### config.mk
export PLATFORM = sky130hd
export DESIGN_NAME = pic_ctrl
export DESIGN_NICKNAME = d
export VERILOG_FILES = /design/src/pic_pkg.sv /design/src/pic_arb_if.sv /design/src/pic_arbiter.sv /design/src/pic_ctrl.sv
export SDC_FILE = /design/constraint.sdc
export NUM_CORES = 1
export LEC_CHECK = 0
export ABC_AREA = 1
export BUFFER_PORTS_ARGS = -buffer_cell sky130_fd_sc_hd__buf_2
export CORE_ASPECT_RATIO = 0.6
export CORE_MARGIN = 8
export CORE_UTILIZATION = 33
export CTS_CLUSTER_SIZE = 30
export DETAILED_ROUTE_END_ITERATION = 10
export PLACE_DENSITY = 0.57
export SKIP_LAST_GASP = 1
export SLEW_MARGIN = 20
export SYNTH_ARGS = -nofsm -noshare
export SYNTH_HDL_FRONTEND = slang
export SYNTH_HIERARCHICAL = 1
export SYNTH_SLANG_ARGS = --single-unit
### constraint.sdc
create_clock -name clk_i -period 15.8 [get_ports clk_i]
set_input_delay 0.79 -clock clk_i [delete_from_list [all_inputs] [get_ports clk_i]]
set_output_delay 0.79 -clock clk_i [all_outputs]
set_load 0.01 [all_outputs]
### src/pic_pkg.sv
package pic_pkg;
    // Byte offsets of the registers on the AXI4-Lite bus.
    localparam logic [7:0] GLOBAL_CTRL_OFFS = 8'h00;
    localparam logic [7:0] SOFT_TRAP_OFFS = 8'h04;
    localparam logic [7:0] HARD_TRAP_OFFS = 8'h08;
    localparam logic [7:0] FLAG_OFFS = 8'h0C;
    localparam logic [7:0] ENABLE_OFFS = 8'h10;
    localparam logic [7:0] PRIO_LO_OFFS = 8'h14;
    localparam logic [7:0] PRIO_HI_OFFS = 8'h18;
    localparam logic [7:0] PRIO_B_LO_OFFS = 8'h1C;
    localparam logic [7:0] PRIO_B_HI_OFFS = 8'h20;
    localparam logic [7:0] PENDING_OFFS = 8'h24;
    localparam logic [7:0] CPU_LEVEL_OFFS = 8'h28;
    // Field positions.
    localparam int GLOBAL_EN_BIT = 15;
    localparam int TIMED_DIS_BIT = 14;
    localparam int SW_TRAP_EN_BIT = 13;
    localparam int USB_TRAP_BIT = 6;
    localparam int DMA_TRAP_BIT = 5;
    localparam int LOOP_TRAP_BIT = 4;
    localparam int SW_HARD_BIT = 0;
    localparam int LEVEL_LSB = 8;
    // Writable masks; everything else reads zero, except the timed-disable bit of global control.
    localparam logic [15:0] GLOBAL_CTRL_MASK = 16'hA01F;
    localparam logic [15:0] SOFT_TRAP_MASK = 16'h0070;
    localparam logic [15:0] HARD_TRAP_MASK = 16'h0001;
    localparam logic [15:0] PRIO_MASK = 16'h7777;
    // Reset values, vector base and the priority that passes timed disable.
    localparam logic [15:0] GLOBAL_CTRL_RST = 16'h8000;
    localparam logic [15:0] PRIO_RST = 16'h4444;
    localparam logic [2:0] PRIO_FIELD_RST = 3'h4;
    localparam logic [7:0] VECTOR_BASE = 8'h08;
    localparam logic [2:0] TIMED_DIS_PASS_PRIO = 3'h7;
    // AXI response codes.
    localparam logic [1:0] RESP_OKAY = 2'h0;
    localparam logic [1:0] RESP_SLVERR = 2'h2;
endpackage : pic_pkg
### src/pic_arb_if.sv
`timescale 1ns/1ps
`default_nettype none
// Carries the qualified requests into the arbiter and the winner back out.
interface pic_arb_if #(parameter int NSRC = 16);
    logic [NSRC-1:0] req;
    logic [NSRC*3-1:0] prio;
    logic win_valid;
    logic [2:0] win_prio;
    logic [7:0] win_index;
    modport ctrl (output req, output prio, input win_valid, input win_prio, input win_index);
    modport arb (input req, input prio, output win_valid, output win_prio, output win_index);
endinterface : pic_arb_if
`default_nettype wire

### src/pic_arbiter.sv
`timescale 1ns/1ps
`default_nettype none
// Picks the highest priority request; lowest index wins ties.
module pic_arbiter #(
    parameter int NSRC = 16
) (
    pic_arb_if.arb arb
);
    // Scan from the top index down, so a lower index overwrites an equal priority.
    always_comb
    begin
        arb.win_valid = 1'b0;
        arb.win_prio = 3'h0;
        arb.win_index = 8'h00;
        for (int i = NSRC - 1; i >= 0; i--)
        begin
            if (arb.req[i] && arb.prio[i*3 +: 3] >= arb.win_prio)
            begin
                arb.win_valid = 1'b1;
                arb.win_prio = arb.prio[i*3 +: 3];
                arb.win_index = 8'(i);
            end
        end
    end
endmodule : pic_arbiter
`default_nettype wire

### src/pic_ctrl.sv
`timescale 1ns/1ps
`default_nettype none
module pic_ctrl #(
    parameter int NSRC = 16,
    parameter int NEXT = 5
) (
    input wire logic clk_i,
    input wire logic arst_n_i,
    input wire logic [7:0] s_axi_awaddr,
    input wire logic s_axi_awvalid,
    output logic s_axi_awready,
    input wire logic [31:0] s_axi_wdata,
    input wire logic [3:0] s_axi_wstrb,
    input wire logic s_axi_wvalid,
    output logic s_axi_wready,
    output logic [1:0] s_axi_bresp,
    output logic s_axi_bvalid,
    input wire logic s_axi_bready,
    input wire logic [7:0] s_axi_araddr,
    input wire logic s_axi_arvalid,
    output logic s_axi_arready,
    output logic [31:0] s_axi_rdata,
    output logic [1:0] s_axi_rresp,
    output logic s_axi_rvalid,
    input wire logic s_axi_rready,
    input wire logic [NSRC-NEXT-1:0] periph_req_i,
    input wire logic [NEXT-1:0] ext_irq_i,
    input wire logic timed_disable_active_i,
    input wire logic usb_addr_trap_i,
    input wire logic dma_addr_trap_i,
    input wire logic loop_overflow_trap_i,
    input wire logic sw_hard_trap_i,
    input wire logic [3:0] cpu_level_i,
    output logic irq_req_o,
    output logic [3:0] new_cpu_level_o,
    output logic [7:0] pending_vector_index_o,
    output logic [NEXT-1:0] ext_edge_polarity_o
);
    // Register state.
    logic [15:0] global_ctrl;
    logic [15:0] soft_trap_status;
    logic [15:0] hard_trap_status;
    logic [15:0] irq_flag_status;
    logic [15:0] irq_enable_mask;
    logic [15:0] irq_priority_select [4];
    logic [15:0] pending_vector_status;
    logic [NEXT-1:0] ext_prev;
    // Write channel capture and decode results.
    logic aw_held;
    logic w_held;
    logic [7:0] aw_addr;
    logic [31:0] w_data;
    logic [3:0] w_strb;
    logic [31:0] rdata_next;
    logic rd_hit;
    logic wr_hit;

    pic_arb_if #(.NSRC(NSRC)) arb_bus ();

    pic_arbiter #(.NSRC(NSRC)) u_arb (
        .arb(arb_bus.arb)
    );

    // Applies byte strobes and a field mask to a 16-bit register.
    function automatic logic [15:0] merge16(input logic [15:0] old, input logic [31:0] d,
                                            input logic [3:0] s, input logic [15:0] m);
        logic [15:0] r;
        r = old;
        if (s[0])
            r[7:0] = d[7:0];
        if (s[1])
            r[15:8] = d[15:8];
        return r & m;
    endfunction : merge16

    // Write address and data are taken in either order; one held slot each.
    assign s_axi_awready = !aw_held && !s_axi_bvalid;
    assign s_axi_wready = !w_held && !s_axi_bvalid;
    wire logic aw_fire = s_axi_awvalid && s_axi_awready;
    wire logic w_fire = s_axi_wvalid && s_axi_wready;
    wire logic wr_go = aw_held && w_held;
    wire logic [7:0] wa = aw_addr;
    wire logic sel_gc = wr_go && wa == pic_pkg::GLOBAL_CTRL_OFFS;
    wire logic sel_st = wr_go && wa == pic_pkg::SOFT_TRAP_OFFS;
    wire logic sel_ht = wr_go && wa == pic_pkg::HARD_TRAP_OFFS;
    wire logic sel_fl = wr_go && wa == pic_pkg::FLAG_OFFS;
    wire logic sel_en = wr_go && wa == pic_pkg::ENABLE_OFFS;
    wire logic sel_p0 = wr_go && wa == pic_pkg::PRIO_LO_OFFS;
    wire logic sel_p1 = wr_go && wa == pic_pkg::PRIO_HI_OFFS;
    wire logic sel_p2 = wr_go && wa == pic_pkg::PRIO_B_LO_OFFS;
    wire logic sel_p3 = wr_go && wa == pic_pkg::PRIO_B_HI_OFFS;
    wire logic [3:0] sel_p = {sel_p3, sel_p2, sel_p1, sel_p0};
    assign wr_hit = sel_gc | sel_st | sel_ht | sel_fl | sel_en | (|sel_p)
                    | (wa == pic_pkg::PENDING_OFFS) | (wa == pic_pkg::CPU_LEVEL_OFFS);

    // Edge detection on the external inputs with selectable polarity.
    wire logic [NEXT-1:0] ext_pol = global_ctrl[NEXT-1:0];
    wire logic [NEXT-1:0] ext_rise = ext_irq_i & ~ext_prev;
    wire logic [NEXT-1:0] ext_fall = ~ext_irq_i & ext_prev;
    wire logic [NEXT-1:0] ext_edge = (ext_fall & ext_pol) | (ext_rise & ~ext_pol);
    wire logic [15:0] flag_events = 16'({periph_req_i, ext_edge});

    // Hardware events set the sticky flags; a set beats a same-cycle clear.
    wire logic [15:0] soft_events = 16'({usb_addr_trap_i, dma_addr_trap_i, loop_overflow_trap_i})
                                    << pic_pkg::LOOP_TRAP_BIT;
    wire logic [15:0] next_flag = (sel_fl ? merge16(irq_flag_status, w_data, w_strb, 16'hFFFF)
                                          : irq_flag_status) | flag_events;
    wire logic [15:0] next_soft = (sel_st ? merge16(soft_trap_status, w_data, w_strb, pic_pkg::SOFT_TRAP_MASK)
                                          : soft_trap_status) | soft_events;
    wire logic [15:0] next_hard = (sel_ht ? merge16(hard_trap_status, w_data, w_strb, pic_pkg::HARD_TRAP_MASK)
                                          : hard_trap_status)
                                  | (16'(sw_hard_trap_i) << pic_pkg::SW_HARD_BIT);
    // The timed-disable bit mirrors the core's state and cannot be written.
    wire logic [15:0] gc_written = sel_gc ? merge16(global_ctrl, w_data, w_strb, pic_pkg::GLOBAL_CTRL_MASK)
                                          : global_ctrl;
    wire logic [15:0] next_gc = (gc_written & ~(16'h0001 << pic_pkg::TIMED_DIS_BIT))
                                | (16'(timed_disable_active_i) << pic_pkg::TIMED_DIS_BIT);

    // Qualification of each source toward the arbiter.
    wire logic global_en = global_ctrl[pic_pkg::GLOBAL_EN_BIT];
    wire logic timed_dis = global_ctrl[pic_pkg::TIMED_DIS_BIT];
    always_comb
    begin
        for (int i = 0; i < NSRC; i++)
        begin
            logic [2:0] p;
            p = irq_priority_select[i/4][(i%4)*4 +: 3];
            arb_bus.prio[i*3 +: 3] = p;
            arb_bus.req[i] = irq_flag_status[i] && irq_enable_mask[i]
                             && p != 3'h0
                             && {1'b0, p} > cpu_level_i
                             && global_en
                             && (!timed_dis || p == pic_pkg::TIMED_DIS_PASS_PRIO);
        end
    end

    // Winner reported as new level and raw source index.
    wire logic [15:0] next_pending = arb_bus.win_valid
        ? {4'h0, {1'b0, arb_bus.win_prio}, arb_bus.win_index}
        : 16'h0000;

    // Global control and the pin history that the edge detectors compare against.
    always_ff @(posedge clk_i or negedge arst_n_i)
    begin
        if (!arst_n_i)
        begin
            global_ctrl <= pic_pkg::GLOBAL_CTRL_RST;
            ext_prev <= '0;
        end
        else
        begin
            global_ctrl <= next_gc;
            ext_prev <= ext_irq_i;
        end
    end

    // Sticky trap status flags.
    always_ff @(posedge clk_i or negedge arst_n_i)
    begin
        if (!arst_n_i)
        begin
            soft_trap_status <= 16'h0000;
            hard_trap_status <= 16'h0000;
        end
        else
        begin
            soft_trap_status <= next_soft;
            hard_trap_status <= next_hard;
        end
    end

    // Request flags and their enables; enables change only by software.
    always_ff @(posedge clk_i or negedge arst_n_i)
    begin
        if (!arst_n_i)
        begin
            irq_flag_status <= 16'h0000;
            irq_enable_mask <= 16'h0000;
        end
        else
        begin
            irq_flag_status <= next_flag;
            if (sel_en)
                irq_enable_mask <= merge16(irq_enable_mask, w_data, w_strb, 16'hFFFF);
        end
    end

    // Arbitration result, registered so the core sees a steady level and vector.
    always_ff @(posedge clk_i or negedge arst_n_i)
    begin
        if (!arst_n_i)
            pending_vector_status <= 16'h0000;
        else
            pending_vector_status <= next_pending;
    end

    // Priority registers, each initialised to level four in every field.
    always_ff @(posedge clk_i or negedge arst_n_i)
    begin
        if (!arst_n_i)
        begin
            for (int k = 0; k < 4; k++)
                irq_priority_select[k] <= pic_pkg::PRIO_RST;
        end
        else
        begin
            for (int k = 0; k < 4; k++)
                if (sel_p[k])
                    irq_priority_select[k] <= merge16(irq_priority_select[k], w_data, w_strb,
                                                      pic_pkg::PRIO_MASK);
        end
    end

    // Write channel handshake and capture of address and data.
    always_ff @(posedge clk_i or negedge arst_n_i)
    begin
        if (!arst_n_i)
        begin
            aw_held <= 1'b0;
            w_held <= 1'b0;
            aw_addr <= 8'h00;
            w_data <= 32'h0000_0000;
            w_strb <= 4'h0;
        end
        else
        begin
            if (aw_fire)
            begin
                aw_held <= 1'b1;
                aw_addr <= s_axi_awaddr;
            end
            if (w_fire)
            begin
                w_held <= 1'b1;
                w_data <= s_axi_wdata;
                w_strb <= s_axi_wstrb;
            end
            if (wr_go)
            begin
                aw_held <= 1'b0;
                w_held <= 1'b0;
            end
        end
    end

    // Write response: raised once both halves are held, dropped as it is taken.
    always_ff @(posedge clk_i or negedge arst_n_i)
    begin
        if (!arst_n_i)
        begin
            s_axi_bvalid <= 1'b0;
            s_axi_bresp <= pic_pkg::RESP_OKAY;
        end
        else if (wr_go)
        begin
            s_axi_bvalid <= 1'b1;
            s_axi_bresp <= wr_hit ? pic_pkg::RESP_OKAY : pic_pkg::RESP_SLVERR;
        end
        else if (s_axi_bvalid && s_axi_bready)
            s_axi_bvalid <= 1'b0;
    end

    // Read decode; unmapped addresses answer SLVERR with zero data.
    assign s_axi_arready = !s_axi_rvalid;
    always_comb
    begin
        rd_hit = 1'b1;
        unique case (s_axi_araddr)
            pic_pkg::GLOBAL_CTRL_OFFS: rdata_next = {16'h0000, global_ctrl};
            pic_pkg::SOFT_TRAP_OFFS: rdata_next = {16'h0000, soft_trap_status};
            pic_pkg::HARD_TRAP_OFFS: rdata_next = {16'h0000, hard_trap_status};
            pic_pkg::FLAG_OFFS: rdata_next = {16'h0000, irq_flag_status};
            pic_pkg::ENABLE_OFFS: rdata_next = {16'h0000, irq_enable_mask};
            pic_pkg::PRIO_LO_OFFS: rdata_next = {16'h0000, irq_priority_select[0]};
            pic_pkg::PRIO_HI_OFFS: rdata_next = {16'h0000, irq_priority_select[1]};
            pic_pkg::PRIO_B_LO_OFFS: rdata_next = {16'h0000, irq_priority_select[2]};
            pic_pkg::PRIO_B_HI_OFFS: rdata_next = {16'h0000, irq_priority_select[3]};
            pic_pkg::PENDING_OFFS: rdata_next = {16'h0000, pending_vector_status};
            pic_pkg::CPU_LEVEL_OFFS: rdata_next = {28'h000_0000, cpu_level_i};
            default:
            begin
                rdata_next = 32'h0000_0000;
                rd_hit = 1'b0;
            end
        endcase
    end

    // Read valid stands from the edge that takes the address until rready.
    wire logic ar_fire = s_axi_arvalid && s_axi_arready;
    always_ff @(posedge clk_i or negedge arst_n_i)
    begin
        if (!arst_n_i)
            s_axi_rvalid <= 1'b0;
        else if (ar_fire)
            s_axi_rvalid <= 1'b1;
        else if (s_axi_rvalid && s_axi_rready)
            s_axi_rvalid <= 1'b0;
    end

    // Read payload, captured with the address and held while rvalid stands.
    always_ff @(posedge clk_i or negedge arst_n_i)
    begin
        if (!arst_n_i)
        begin
            s_axi_rdata <= 32'h0000_0000;
            s_axi_rresp <= pic_pkg::RESP_OKAY;
        end
        else if (ar_fire)
        begin
            s_axi_rdata <= rdata_next;
            s_axi_rresp <= rd_hit ? pic_pkg::RESP_OKAY : pic_pkg::RESP_SLVERR;
        end
    end

    // Core-facing outputs.
    assign irq_req_o = pending_vector_status[pic_pkg::LEVEL_LSB +: 4] != 4'h0;
    assign new_cpu_level_o = pending_vector_status[pic_pkg::LEVEL_LSB +: 4];
    assign pending_vector_index_o = pending_vector_status[7:0];
    assign ext_edge_polarity_o = ext_pol;
endmodule : pic_ctrl
`default_nettype wire

# Yosys cells after proc, flatten, opt, wreduce, memory -nomap -nowiden
# Index checks and enable logic that the tools add are counted.
# Widths: inputs -> output; s select.
# word_totals
regBits	210
in_bits	84
# classes
n_bitwise	19
eq_ne	36
n_reduce_logical	169
n_lt_le_gt_ge	32
n_mux	71
# ops
cell	n
$pmux 16 s11	1
$logic_and 1x1->1	113
$eq 8x5->1 const B	8
$gt 3x4->1	16
$mux 16	4
$mux 4	16
$eq 3x3->1 const B	16
$eq 8x6->1 const B	6
$mux 3	16
$reduce_bool 3->1	16
$ge 3x3->1	15
$eq 8x4->1 const B	4
$mux 1	26
$mux 8	3
$and 5x5->5	4
$reduce_and 2->1	10
$eq 8x3->1 const B	2
$logic_not 8->1	2
$logic_or 1x1->1	16
$or 16x1->16	1
$or 16x15->16	1
$or 16x16->16	1
$or 16x7->16	1
$not 5->5	3
12 further kinds	26

# Depth between registers and ports, before layout
# logic_depth
word_depth	53
mapped_depth	142

# Hierarchy
# The synthesis kept the hierarchy.
# by_module_without_submodules
mod	instances	cells_each	area_per_inst_um2
pic_ctrl	1	1126	9033.7
pic_arbiter	1	346	1964.4

# Worst setup path after synthesis
# OpenSTA, ideal clock, no wires.
# synth_path
path_type	input to register
startpoint	input port cpu_level_i[2]
endpoint	register pending_vector_status[0]
required_time_ps	15686
t_arrival_ps	15201
setup_slack_ps	485
cell_stages	122
setup_time_ps	114
path_buffers	1
cell_sequence	inv_1 > ha_1 > nand2_1 > o21ai_0 > o21ai_0 > a211oi_1 > nand2_1 > ha_1 > nand2_1 > clkinv_1 > nand2_2 > nand2_4 > nand2_4 > o21ai_0 > ha_1 > nor2_1 > nand2_1 > nand3_1 > [... 86 more ...] > ha_1 > o21ai_0 > nand2_1 > o21ai_0 > inv_1 > nand2_4 > nand2_1 > and2_1 > ha_1 > nand3_1 > o211ai_1 > nand2_1 > inv_1 > nor3_1 > nand2_1 > clkbuf_1 > nand2_1 > inv_1
# synth_via
elab_chain_cells	52
# synth_rtl
item	line	source
from (decl)	pic_ctrl.sv:33	input wire logic [3:0] cpu_level_i,
$gt 3x4->1 (*)	pic_ctrl.sv:131	&& {1'b0, p} > cpu_level_i
$logic_and 1x1->1 (*)	pic_ctrl.sv:131	
$logic_and 1x1->1 (*)	pic_ctrl.sv:132	&& global_en
$logic_and 1x1->1 (*)	pic_ctrl.sv:133	&& (!timed_dis || p == pic_pkg::TIMED_DIS_PASS_PRIO);
named net arb_bus.req[15]	pic_arb_if.sv:5	logic [NSRC-1:0] req;
$logic_and 1x1->1 (*)	pic_arbiter.sv:17	if (arb.req[i] && arb.prio[i*3 +: 3] >= arb.win_prio)
$mux 3	pic_arbiter.sv:17	
$ge 3x3->1	pic_arbiter.sv:17	
[... 39 more ...]	-	
$logic_and 1x1->1	pic_arbiter.sv:17	
$mux 3	pic_arbiter.sv:17	
$ge 3x3->1	pic_arbiter.sv:17	
$logic_and 1x1->1	pic_arbiter.sv:17	
$mux 1 (*)	pic_arbiter.sv:17	
named net arb_bus.win_valid	pic_arb_if.sv:7	logic win_valid;
$mux 11 (*)	pic_ctrl.sv:139	? {4'h0, {1'b0, arb_bus.win_prio}, arb_bus.win_index}
named net next_pending[0]	pic_ctrl.sv:138	wire logic [15:0] next_pending = arb_bus.win_valid
to (signal assigned)	pic_ctrl.sv:194	pending_vector_status <= next_pending;
to (decl)	pic_ctrl.sv:46	logic [15:0] pending_vector_status;
# The timed path passes the listed nets; every way through them passes the cells marked *.
# A chain may end at the register's enable or synchronous reset.

# Worst setup path in the final report
# Same ends and word-level chain as after synthesis.

==> summary.txt <==
Clock tree
  • Deepest clock path buffer count: 2
  • CTS sink cnt: 164
  • Clock buffer count from CTS: 17
  • Htree depth: 4
  • Reg clk slew, reported paths: 0.06 ns
  • CTS tree: done
  • Worst-Skew Late Latency: 0.44 ns
  • CTS root buffer: clkbuf_16
  • Hold-fix buffers, CTS: 0

Job
  • Max-cap violations: 0

Timing
  • Final setup fails: 0
  • Clock Skew: 0.0151 ns
  • Worst setup slack after layout: 1.19 ns
  • Fin Setup TNS: 0 ns
  • Final Max Tran Viols: 0
  • Max frequency: 68.5 MHz
  • Final period util: 92.5%
  • Minimum clock period: 14.61 ns
  • Slew Limit Headroom: 31.4%
  • Worst Max-Slew Pin Slew: 1.02 ns
  • Hold_ws: 0.379 ns
  • Final Hold Fails: 0

Placement
  • DP HPWL: 29,300 um
  • Port-buffer cells: 105
  • Gp weighted congestion: 0.892
  • Area after DPL: 12,200 sq um
  • Setup WS pre-CTS: -0.603 ns

Logic synthesis
  • Yosys warnings: 6
  • Synth Flop Type: dfrtp_1
  • Seq cells post-synth: 164
  • Distinct cells, synth: 47
  • Post-synth ARST share: 100%
  • Synth Cell Area: 11,000 sq um
  • Synth Instances: 1,472
  • Mapped Avg Cell Area: 7.47 sq um
  • Post-synth EDFFs: 0
  • Sequential share of the synthesized area: 37.5%

Cells and area
  • Post-layout nets: 1,760
  • Layout Area Growth over Synthesis: 17.2%
  • Design Area, Final: 12,900 sq um
  • Ratio of cells with drive above 1 in the final layout: 21.2%

Run status
  • Outcome: finished clean

Setup path
  • Slowest-stage cell, CP: ha_1
  • Internal reg-to-reg setup slack: 1.28 ns
  • Most used cell along the critical path: nand2_1
  • Required @ worst endpoint: 16.11 ns
  • Worst reg2reg path endpoint: pending_vector_status[0]
  • Critical Path AT: 14.92 ns
  • Number of cells on the critical path: 133
  • Max incr delay on CP: 0.29 ns
  • Endpoint type of the worst setup path: flop
  • Nature of the critical path startpoint: input port
  • WP buf/inv: 21
  • R2R depth: 131
  • Worst Path Max Fanout: 8
  • Family with the most delay on the worst path: simple AND/OR/NAND/NOR gates
  • Critical path class: input port to flop
  • Worst r2r src: arb_bus.prio[46]

Detailed routing
  • Final wirelength: 37,500 um
  • DRT Pass-1 Iters: 5
  • Via/cell ratio: 5.02
  • First DRT Iteration DRCs: 1,010
  • DR WL/cell: 18.1 um
  • Via Count: 10,400
  • Routed Antenna Nets: 0
  • Drt drc: 0

Global routing
  • Number of global-route vias before repair: 9,924
  • Total GRT Usage: 19.0%
  • Largest net degree at the start of global routing: 77
  • Global-route wire length before repair: 58,100 um
  • Initial antenna violation count: 0
  • Total gr overflow: 0

Floorplan
  • IO Pins: 143
  • Core Area: 32,600 sq um
  • DIE HEIGHT: 157 um
  • Die Area: 39,600 sq um
  • Initial Util: 33.7%
  • Die extent in x: 252 um
  • Row count: 51

Pwr
  • Static leakage: 0.00632 uW
  • Peak supply drop: 0.0873 mV
  • Power Dens Cells: 97.8 nW/um^2

Worst hold path
  • Hold Path Class: input port to async pin
-- worst reg2reg max path, delay by kind of cell, from the launching register on --
kind | cells | cell delay [ns]
simple gates | 65 | 5.01
buf+inv | 19 | 1.34
flops | 1 | 0.46
fa+ha+maj | 16 | 4.42
compound gates | 31 | 3.19
-- cell usage in the layout (no fill, tap or decap), types with 3 or more instances in the layout --
cell and count:
o21ai_0 84, dfrtp_1 147, mux2_2 5, conb_1 23, ha_1 68, buf_4 54
o21ai_1 5, clkbuf_1 3, nand4_1 12, o21ai_2 41, nor2_2 10, clkinvlp_4 3
o311ai_0 7, nor3_1 15, nor2_1 107, a211oi_1 8, nor4_1 6, nand2_4 20
inv_1 192, dfstp_2 17, o22ai_1 8, clkbuf_8 3, clkbuf_16 17, a21oi_1 74
nand2_2 28, nand3_1 137, nand2_1 339, buf_2 104, nand3_2 16, and3_1 5
o211ai_1 6, o21bai_1 7, a21oi_2 3, o21a_1 10, inv_2 6
-- state kept, by name, indices dropped and copies added, names as in the netlist, 2 cells and up, named ones only --
register               flops
w_strb                     2
soft_trap_status           3
irq_enable_mask           16
irq_flag_status           16
s_axi_rdata               16
pending_vector_status     11
w_data                    16
aw_addr                    8
arb_bus.prio              48
global_ctrl                9
ext_prev                   5
-- synth_stat cells, types with 8 or more instances --
master | number | area share (%)
nand2_1 | 343 | 12
nand4_1 | 12 | 0.68
inv_1 | 193 | 6.6
a21oi_1 | 76 | 3.5
nand2_4 | 19 | 1.9
o311ai_0 | 8 | 0.64
o21a_1 | 10 | 0.68
buf_4 | 31 | 2.1
nand2_2 | 25 | 1.4
clkbuf_1 | 11 | 0.38
dfrtp_1 | 147 | 33
ha_1 | 68 | 7.7
nand3_1 | 137 | 6.2
o21ai_0 | 98 | 4.5
buf_2 | 16 | 0.73
a211oi_1 | 9 | 0.61
dfstp_2 | 17 | 4.1
nor3_1 | 16 | 0.73
nor2_1 | 115 | 3.9
o22ai_1 | 9 | 0.51
o21ai_2 | 27 | 2.2
nand3_2 | 16 | 1.5
-- power breakdown --
| part | leakage [uW] | internal (uW) | switching (uW) | total, uW |
|---|---|---|---|---|
| Sequential | 0.00202 | 482 | 78.9 | 561 |
| Combinational | 0.00403 | 86.6 | 200 | 287 |
| Clock | 0.000272 | 232 | 182 | 413 |
| Total | 0.00632 | 801 | 460 | 1260 |
-- metal layers --
metal | GRT usage [%] | vias up | routed length [um] | part of all wire [%]
met3 | 5.86 | 49 | 3970 | 11
met4 | 4.75 | 0 | 647 | 1.7
met1 | 29.0 | 4882 | 18600 | 50
li1 | - | 5059 | - | -
met2 | 25.0 | 410 | 14300 | 38
met5 | 0 | - | 0 | 0
-- worst max-delay path by stage --
stage / start / endpoint
2_1_floorplan: cpu_level_i[2] / pending_vector_status[0]
3_3_place_gp: cpu_level_i[2] / pending_vector_status[3]
3_5_place_dp: cpu_level_i[2] / pending_vector_status[3]
4_1_cts: cpu_level_i[2] / pending_vector_status[3]
5_1_grt: cpu_level_i[2] / pending_vector_status[3]
6_report: cpu_level_i[2] / pending_vector_status[0]
-- cell families (layout without fill, tap and decap cells) --
| family | count (synthesis) | in the layout | share of synthesized area (%) |
|---|---|---|---|
| simple gates | 708 | 708 | 29.8 |
| compound gates | 262 | 262 | 14.1 |
| fa+ha+maj | 68 | 68 | 7.74 |
| mux | 5 | 5 | 0.512 |
| other cells | 2 | 24 | 0.0683 |
| flops | 164 | 164 | 37.5 |
| buf+inv | 263 | 391 | 10.3 |
-- through the flow --
step / total power, uW / cells / util (%)
floorplan: 726 / 1493 / -
detailed placement: 846 / 2038 / 37.4
global route: 1330 / 2071 / 39.5
global placement: 833 / 2038 / 37.4
CTS: 1260 / 2070 / 39.2
finish: 1260 / 2072 / 39.5
-- cell type report --
type                            instances  area [sq um]
Clock buffer                           23           478
Clock inverter                          9          95.1
Fill cell                            3389         19700
Timing Repair Buffer                  159           937
Multi-Input combinational cell       1066          5940
Sequential cell                       164          4130
Antenna cell                            1          2.50
Inverter                              200           751
Tap cell                              450           563
-- what timing repair did --
| item | in CTS | in global routing |
|---|---|---|
| endpoints found under the setup margin | 7 | 7 |
| pin swaps | 0 | 22 |
| setup buffers | 0 | 1 |
| gates resized for setup | 3 | 43 |
Note: power is estimated with default switching activity, not from simulation.
